[src/ptfim_pkg.sv]
package ptfim_pkg;

  // ==========================================================================
  // Register map.
  localparam logic [7:0] PTFIM_ADDR_CLK_CTRL = 8'h00;
  localparam logic [7:0] PTFIM_ADDR_TRIM = 8'h1B;
  localparam logic [7:0] PTFIM_ADDR_HOLDOFF = 8'h1C;
  localparam logic [7:0] PTFIM_ADDR_MAP = 8'h20;
  localparam logic [7:0] PTFIM_ADDR_TRIM_INFO = 8'h27;

  // ==========================================================================
  // Trim register field positions.
  localparam int PTFIM_TRIM_DONE_BIT = 6;
  localparam int PTFIM_TRIM_FIELD_BIT = 1;
  localparam int PTFIM_TRIM_CMD_BIT = 0;

  // ==========================================================================
  // Reset values.
  localparam logic [31:0] PTFIM_MAP_RESET = 32'h0001_2345;
  localparam logic [7:0] PTFIM_HOLDOFF_RESET = 8'h00;
  localparam logic [7:0] PTFIM_CLK_CTRL_RESET = 8'h00;

  // ==========================================================================
  // Hold-off timing: one step is 1.3 ms, codes at or above ten saturate.
  localparam int PTFIM_CLK_HZ = 100_000_000;
  localparam int PTFIM_STEP_US = 1300;
  localparam int PTFIM_STEP_CYCLES = (PTFIM_CLK_HZ / 1_000_000) * PTFIM_STEP_US;
  localparam logic [3:0] PTFIM_HOLDOFF_MAX_CODE = 4'hA;
  localparam int PTFIM_MIN_HOLD_CYCLES = 1;

  // ==========================================================================
  // Serial input half-channel selection codes and channel count.
  localparam int PTFIM_NUM_CH = 6;
  localparam logic [3:0] PTFIM_SRC_MAX = 4'h5;

  // Register bus request carried into the block.
  typedef struct packed {
    logic wr;
    logic rd;
    logic [7:0] addr;
    logic [31:0] wdata;
  } ptfim_req_t;

  // Recovery sequencer states.
  typedef enum logic [1:0] {
    PTFIM_RUN = 2'b00,
    PTFIM_HOLD = 2'b01
  } ptfim_state_t;

endpackage : ptfim_pkg

[src/ptfim_input_map.sv]
// Input selector: every internal channel picks any left or right half.
module ptfim_input_map
  import ptfim_pkg::*;
(
  input wire logic [31:0] map_cfg,
  input wire logic [5:0] half_samples,
  output logic [PTFIM_NUM_CH-1:0] ch_samples
);

  // ==========================================================================
  // Selection decode used by every channel.
  function automatic logic pick(input logic [3:0] code, input logic [5:0] src);
    // Out-of-range codes select silence.
    pick = (code <= PTFIM_SRC_MAX) ? src[code[2:0]] : 1'b0;
  endfunction : pick

  // ==========================================================================
  // Channel one sits in the highest used nibble, channel six in the lowest.
  for (genvar g = 0; g < PTFIM_NUM_CH; g++)
  begin : g_ch
    // Independent selectors allow the same source on many channels.
    assign ch_samples[g] = pick(map_cfg[4*(PTFIM_NUM_CH-1-g) +: 4], half_samples);
  end

endmodule : ptfim_input_map

[src/ptfim_regs.sv]
module ptfim_regs
  import ptfim_pkg::*;
(
  input wire logic mclk,
  input wire logic sys_rst,
  input wire ptfim_req_t req,
  output logic [31:0] rdata_q,
  output logic rvalid_q,
  input wire logic [7:0] trim_info,
  input wire logic trim_complete,
  output logic trim_start_q,
  output logic trim_field_q,
  input wire logic backend_error,
  input wire logic [5:0] pwm_in,
  output logic [5:0] pwm_out_q,
  input wire logic group_one_in,
  input wire logic group_two_in,
  output logic shutdown_group_one_enable_q,
  output logic shutdown_group_two_enable_q,
  input wire logic [1:0] serial_audio_in_first,
  input wire logic [1:0] serial_audio_in_second,
  input wire logic [1:0] serial_audio_in_third,
  output logic [PTFIM_NUM_CH-1:0] channel_data_q,
  output logic [7:0] clk_ctrl_q
);

  // ==========================================================================
  // Register state.
  logic [7:0] clk_ctrl_d;
  logic trim_field_d;
  logic trim_start_d;
  logic trim_done_q; // Sticky completion flag.
  logic trim_done_d;
  logic [7:0] holdoff_q; // Hold-off code register.
  logic [7:0] holdoff_d;
  logic [31:0] map_q; // Input map register.
  logic [31:0] map_d;
  logic [31:0] rdata_d;
  logic rvalid_d;

  // Register writes, reads and the trim command.
  always_comb
  begin
    clk_ctrl_d = clk_ctrl_q;
    trim_field_d = trim_field_q;
    trim_start_d = 1'b0;
    trim_done_d = trim_done_q | trim_complete;
    holdoff_d = holdoff_q;
    map_d = map_q;
    rdata_d = 32'h0000_0000;
    rvalid_d = req.rd;
    if (req.wr)
    begin
      unique case (req.addr)
        PTFIM_ADDR_CLK_CTRL: clk_ctrl_d = req.wdata[7:0];
        PTFIM_ADDR_TRIM:
        begin
          // Field select is stored; a one in the command bit issues a pulse.
          trim_field_d = req.wdata[PTFIM_TRIM_FIELD_BIT];
          trim_start_d = req.wdata[PTFIM_TRIM_CMD_BIT];
          // A new command clears done unless completion arrives together.
          if (req.wdata[PTFIM_TRIM_CMD_BIT] && !trim_complete)
          begin
            trim_done_d = 1'b0;
          end
        end
        PTFIM_ADDR_HOLDOFF: holdoff_d = {4'h0, req.wdata[3:0]};
        PTFIM_ADDR_MAP: map_d = {8'h00, req.wdata[23:0]};
        default:
        begin
          // Unmapped writes are ignored.
        end
      endcase
    end
    if (req.rd)
    begin
      unique case (req.addr)
        PTFIM_ADDR_CLK_CTRL: rdata_d = {24'h0, clk_ctrl_q};
        PTFIM_ADDR_TRIM: rdata_d = {25'h0, trim_done_q, 4'h0, trim_field_q, 1'b0};
        PTFIM_ADDR_HOLDOFF: rdata_d = {24'h0, holdoff_q};
        PTFIM_ADDR_MAP: rdata_d = map_q;
        PTFIM_ADDR_TRIM_INFO: rdata_d = {24'h0, trim_info};
        default: rdata_d = 32'h0000_0000;
      endcase
    end
  end

  // Register storage.
  always_ff @(posedge mclk or posedge sys_rst)
  begin
    if (sys_rst)
    begin
      clk_ctrl_q <= PTFIM_CLK_CTRL_RESET;
      trim_field_q <= 1'b0;
      trim_start_q <= 1'b0;
      trim_done_q <= 1'b0;
      holdoff_q <= PTFIM_HOLDOFF_RESET;
      map_q <= PTFIM_MAP_RESET;
      rdata_q <= 32'h0000_0000;
      rvalid_q <= 1'b0;
    end
    else
    begin
      clk_ctrl_q <= clk_ctrl_d;
      trim_field_q <= trim_field_d;
      trim_start_q <= trim_start_d;
      trim_done_q <= trim_done_d;
      holdoff_q <= holdoff_d;
      map_q <= map_d;
      rdata_q <= rdata_d;
      rvalid_q <= rvalid_d;
    end
  end

  // ==========================================================================
  // Back-end error recovery.
  ptfim_state_t state_q; // Recovery state.
  ptfim_state_t state_d;
  logic [31:0] hold_cnt_q; // Remaining hold-off cycles.
  logic [31:0] hold_cnt_d;
  logic [5:0] pwm_out_d;
  logic grp1_d;
  logic grp2_d;

  // Hold-off length in cycles for a code; saturates at ten steps.
  function automatic logic [31:0] hold_cycles(input logic [3:0] code);
    logic [3:0] steps;
    steps = (code >= PTFIM_HOLDOFF_MAX_CODE) ? PTFIM_HOLDOFF_MAX_CODE : code;
    hold_cycles = (steps == 4'h0) ? 32'(PTFIM_MIN_HOLD_CYCLES) : 32'(steps) * 32'(PTFIM_STEP_CYCLES);
  endfunction : hold_cycles

  // Sequencer: an error forces everything low, then counts out the hold-off.
  always_comb
  begin
    state_d = state_q;
    hold_cnt_d = hold_cnt_q;
    pwm_out_d = pwm_in;
    grp1_d = group_one_in;
    grp2_d = group_two_in;
    unique case (state_q)
      PTFIM_RUN:
      begin
        if (backend_error)
        begin
          state_d = PTFIM_HOLD;
          hold_cnt_d = hold_cycles(holdoff_q[3:0]);
        end
      end
      PTFIM_HOLD:
      begin
        if (backend_error)
        begin
          // A persisting error restarts the wait.
          hold_cnt_d = hold_cycles(holdoff_q[3:0]);
        end
        else if (hold_cnt_q <= 32'd1)
        begin
          state_d = PTFIM_RUN;
        end
        else
        begin
          hold_cnt_d = hold_cnt_q - 32'd1;
        end
      end
    endcase
    if (backend_error || state_d == PTFIM_HOLD)
    begin
      pwm_out_d = 6'h00;
      grp1_d = 1'b0;
      grp2_d = 1'b0;
    end
  end

  // Recovery registers; outputs leave reset low.
  always_ff @(posedge mclk or posedge sys_rst)
  begin
    if (sys_rst)
    begin
      state_q <= PTFIM_RUN;
      hold_cnt_q <= 32'h0000_0000;
      pwm_out_q <= 6'h00;
      shutdown_group_one_enable_q <= 1'b0;
      shutdown_group_two_enable_q <= 1'b0;
    end
    else
    begin
      state_q <= state_d;
      hold_cnt_q <= hold_cnt_d;
      pwm_out_q <= pwm_out_d;
      shutdown_group_one_enable_q <= grp1_d;
      shutdown_group_two_enable_q <= grp2_d;
    end
  end

  // ==========================================================================
  // Input_channel_map.
  logic [PTFIM_NUM_CH-1:0] ch_d;

  ptfim_input_map u_map (
    .map_cfg(map_q),
    .half_samples({serial_audio_in_third, serial_audio_in_second, serial_audio_in_first}),
    .ch_samples(ch_d)
  );

  // Registered channel outputs.
  always_ff @(posedge mclk or posedge sys_rst)
  begin
    if (sys_rst)
    begin
      channel_data_q <= '0;
    end
    else
    begin
      channel_data_q <= ch_d;
    end
  end

  // Trim command write on the bus this cycle; back-to-back commands may follow each other.
  logic trim_cmd;
  assign trim_cmd = req.wr && (req.addr == PTFIM_ADDR_TRIM) && req.wdata[PTFIM_TRIM_CMD_BIT];
endmodule : ptfim_regs

[config.mk]
export PLATFORM = sky130hd
export DESIGN_NAME = ptfim_regs
export DESIGN_NICKNAME = d
export VERILOG_FILES = /design/src/ptfim_pkg.sv /design/src/ptfim_input_map.sv /design/src/ptfim_regs.sv
export SDC_FILE = /design/constraint.sdc
export NUM_CORES = 1
export LEC_CHECK = 0
export ABC_AREA = 0
export BUFFER_PORTS_ARGS = -buffer_cell sky130_fd_sc_hd__buf_2
export CAP_MARGIN = 20
export CORE_ASPECT_RATIO = 1.25
export CORE_MARGIN = 2
export CORE_UTILIZATION = 40
export CTS_CLUSTER_DIAMETER = 50
export DETAILED_ROUTE_END_ITERATION = 8
export PLACE_DENSITY = 0.65
export SLEW_MARGIN = 25
export SYNTH_ARGS = -nofsm -noshare
export SYNTH_HDL_FRONTEND = slang
export SYNTH_HIERARCHICAL = 1
export SYNTH_SLANG_ARGS = --single-unit
[constraint.sdc]
create_clock -name mclk -period 7.3 [get_ports mclk]
set_input_delay 0.73 -clock mclk [delete_from_list [all_inputs] [get_ports mclk]]
set_output_delay 0.73 -clock mclk [all_outputs]
set_load 0.02 [all_outputs]
==> flow_metrics.py <==
metrics = {
    "power": {
        "pwr_density_cell_mw_per_mm2": 270,
        "vdd_ir_drop_max_mv": 0.102,
        "p_leak_nw": 3.61,
    },
    "clock_network": {
        "cts_made_buffers": 9,
        "path_clk_slew_ns": 0.08,
        "htreeDepth": 3,
        "post_cts_buffers": 0,
        "cts_tree": "done",
        "cts_hold_buf": 0,
        "ctsResizeCount": 0,
        "cts_root_buf": "clkbuf_16",
        "clockBufferDepth": 2,
        "clock_latency_ns": 0.37,
        "cts_sinks": 112,
    },
    "synth": {
        "ys_top_cells_by_count": "dfrtp_1 (105), mux2_2 (51), nor2_1 (49)",
        "synth.distinct_cells": 70,
        "synth-edff-count": 0,
        "ys_seq_elements": 112,
        "yosysSeqAreaShare_pct": 45.2,
        "syn_area_mm2": 0.00623,
        "avgSynthCellArea_um2": 11.0,
        "async_reset_ff_share_pct": 100,
        "yosysTopAreaCell": "dfrtp_1",
        "synth.most_common_cell": "dfrtp_1",
        "synthTopCellsByArea": "dfrtp_1 (42%), mux2_2 (9.2%), ha_1 (4.4%)",
        "synthCells": 567,
        "synth_top_cell_area_share_pct": 42.2,
        "synthFlopType": "dfrtp_1",
        "yosysWarningCount": 6,
    },
    "grt": {
        "grt_start_max_net_pins": 76,
        "grt_usage_pct": 19.3,
        "grt_antenna_before_repair": 0,
        "grt_pass1_vias": 4959,
        "grt_pass1_wl_um": 25200,
        "gr-total-overflow": 0,
    },
    "floorplan": {
        "die_area_mm2": 0.0166,
        "initial_core_util_pct": 40.5,
        "die-height_um": 143,
        "die_x_um": 116,
        "io_pins": 125,
        "placementRows": 51,
        "design.core.area_mm2": 0.0154,
    },
    "setup_path": {
        "cp.required_ns": 7.60,
        "crit_family": "compound AO/OA/AOI/OAI gates",
        "cp_cell_sequence": "a21o_1 > inv_1 > fa_1 > fa_1 > inv_1 > ha_1 > a21o_1 > a2111o_1 > a2111oi_0 > o21a_1 > o21ai_0 > a21oi_1",
        "crit_fanout": 10,
        "path_class": "flip-flop to flip-flop",
        "endpoint_kind": "flip-flop",
        "cpPeakStageDelay_ns": 0.63,
        "cp-start-kind": "flip-flop",
        "path_buf_inv": 2,
        "critPathSlowestCell": "a2111oi_0",
        "critical_path_arrival_ns": 4.71,
    },
    "final_layout": {
        "drive_gt1_share_pct": 30.8,
        "fin_nets": 776,
        "fillers": 1458,
        "area_growth_pct": 17.6,
        "diodes": 0,
    },
    "sta": {
        "setup_slack_ns": 2.89,
        "worstMarginPinSlew_ns": 1.01,
        "final-setup-viol-count": 0,
        "timing_hold_violations_final": 0,
        "skew_ns": 0.00919,
        "slew_headroom_pct": 32.3,
        "post-route-min-period_ns": 4.41,
        "hold_ws_ns": 0.378,
        "max_freq_ghz": 0.227,
        "period_share_pct": 60.4,
        "slew_viol_final": 0,
        "grt_setup_unrepaired": "false",
        "setup_tns_ns": 0,
    },
    "placed_design": {
        "dp_hpwl_um": 11400,
        "routabilityCongestion": 0.944,
        "place_ws_ns": 2.93,
        "placement.io_buffers": 108,
    },
    "route": {
        "postRouteAntennaNets": 0,
        "vias": 4820,
        "initialDrtViolationCount": 223,
        "dr.pass1.iters": 7,
        "drc_errors": 0,
        "via_per_inst": 5.39,
        "drt-total-wl_um": 15300,
        "wl_per_cell_um": 17.2,
    },
    "hold_path": {
        "hold_path_class": "primary input to asynchronous set/reset pin",
    },
    "flow_run": {
        "max_cap_violations": 0,
    },
    "outcome": {
        "outcome": "finished clean",
    },
}
-- per-stage QoR --
step	instances	total power (W)	util (%)	instance area, um^2
2_1_floorplan	574	0.00130	-	6250
3_3_place_gp	877	0.00145	45.5	6990
3_5_place_dp	877	0.00147	45.5	6990
4_1_cts	893	0.00198	47.4	7300
5_1_grt	894	0.00210	47.6	7320
6_report	894	0.00198	47.6	7320
-- worst reg2reg max path: stages (launching register included) --
cell and delay [ns]:
dfrtp_1 0.57, a21o_1 0.36, inv_1 0.12, fa_1 0.53, fa_1 0.56, inv_1 0.04, ha_1 0.41, a21o_1 0.22
a2111o_1 0.45, a2111oi_0 0.63, o21a_1 0.21, o21ai_0 0.09, a21oi_1 0.15
-- path summary, 6_finish.rpt --
check	cells after the start	from	to	slack, ns
setup reg to reg	12	holdoff_q[3]	hold_cnt_q[19]	2.89
setup / recovery	12	holdoff_q[3]	hold_cnt_q[19]	2.89
hold / removal	2	sys_rst	shutdown_group_two_enable_q	0.38
max in group asynchronous	4	sys_rst	map_q[2]	5.84
hold reg to reg	1	clk_ctrl_q[5]	clk_ctrl_q[5]	0.53
min in group mclk	1	req[40]	rvalid_q	0.51
-- cell families (layout without fill, tap and decap cells) --
group	Yosys count	in the layout	synth area share [%]
xor+xnor	25	25	3.52
simple gates	179	179	15.9
flops	112	112	45.2
compound gates	114	114	13.0
fa+ha+maj	31	31	7.32
other cells	1	8	0.0602
buf+inv	46	154	3.34
mux	59	59	11.7
-- flip-flops by register name, summed over array words and instances, names as in the netlist, 2 cells and up --
register and cells:
channel_data_q 6, clk_ctrl_q 8, pwm_out_q 6, rdata_q 24
holdoff_q 4, hold_cnt_q 32, state_q 2, map_q 24
-- power breakdown --
part | total [W] | leakage, nW | switching [W] | internal, W
Sequential | 0.000791 | 1.49 | 0.0000910 | 0.000700
Combinational | 0.000678 | 1.97 | 0.000412 | 0.000266
Clock | 0.000506 | 0.146 | 0.000261 | 0.000245
Total | 0.00198 | 3.61 | 0.000764 | 0.00121
-- cells in the final DEF (no fill, tap or decap), drive strengths merged, types with 3 or more instances in the layout --
cell type	netlist	routed
buf	11	115
a31oi	3	3
conb	1	8
a222oi	5	5
o21bai	3	3
nand2	26	26
a22oi	4	4
clkbuf	12	9
a22o	9	9
fa	9	9
nor3b	9	9
nand3	7	7
nor2	51	51
a2111oi	6	6
nor2b	3	3
a211oi	6	6
nand3b	3	3
inv	23	27
xor2	6	6
o22ai	4	4
dfrtp	105	105
a21o	6	6
nor4	12	12
nor3	14	14
and2	29	29
or3	5	5
or4	6	6
a21oi	24	24
dfstp	7	7
o31ai	3	3
mux2	51	51
o2bb2ai	3	3
xnor2	19	19
o21ai	23	23
ha	22	22
mux4	6	6
and3	4	4
-- cell type report --
class | instances | area [um^2] | share of cell area, %
Multi-Input combinational cell | 416 | 3240 | 44.2
Sequential cell | 112 | 2810 | 38.4
Timing Repair Buffer | 115 | 613 | 8.37
Tap cell | 212 | 265 | 3.62
Clock buffer | 9 | 225 | 3.08
Inverter | 23 | 88.8 | 1.21
Clock inverter | 7 | 80.1 | 1.09
-- layer usage --
metal / GRT usage [%] / wire length, um / vias up
met5: 0 / 0 / -
met4: 6.40 / 221 / 0
met3: 3.84 / 692 / 18
met2: 33.4 / 8150 / 125
met1: 24.1 / 6270 / 2406
li1: - / - / 2271
Power figures use the tool's default switching activity.
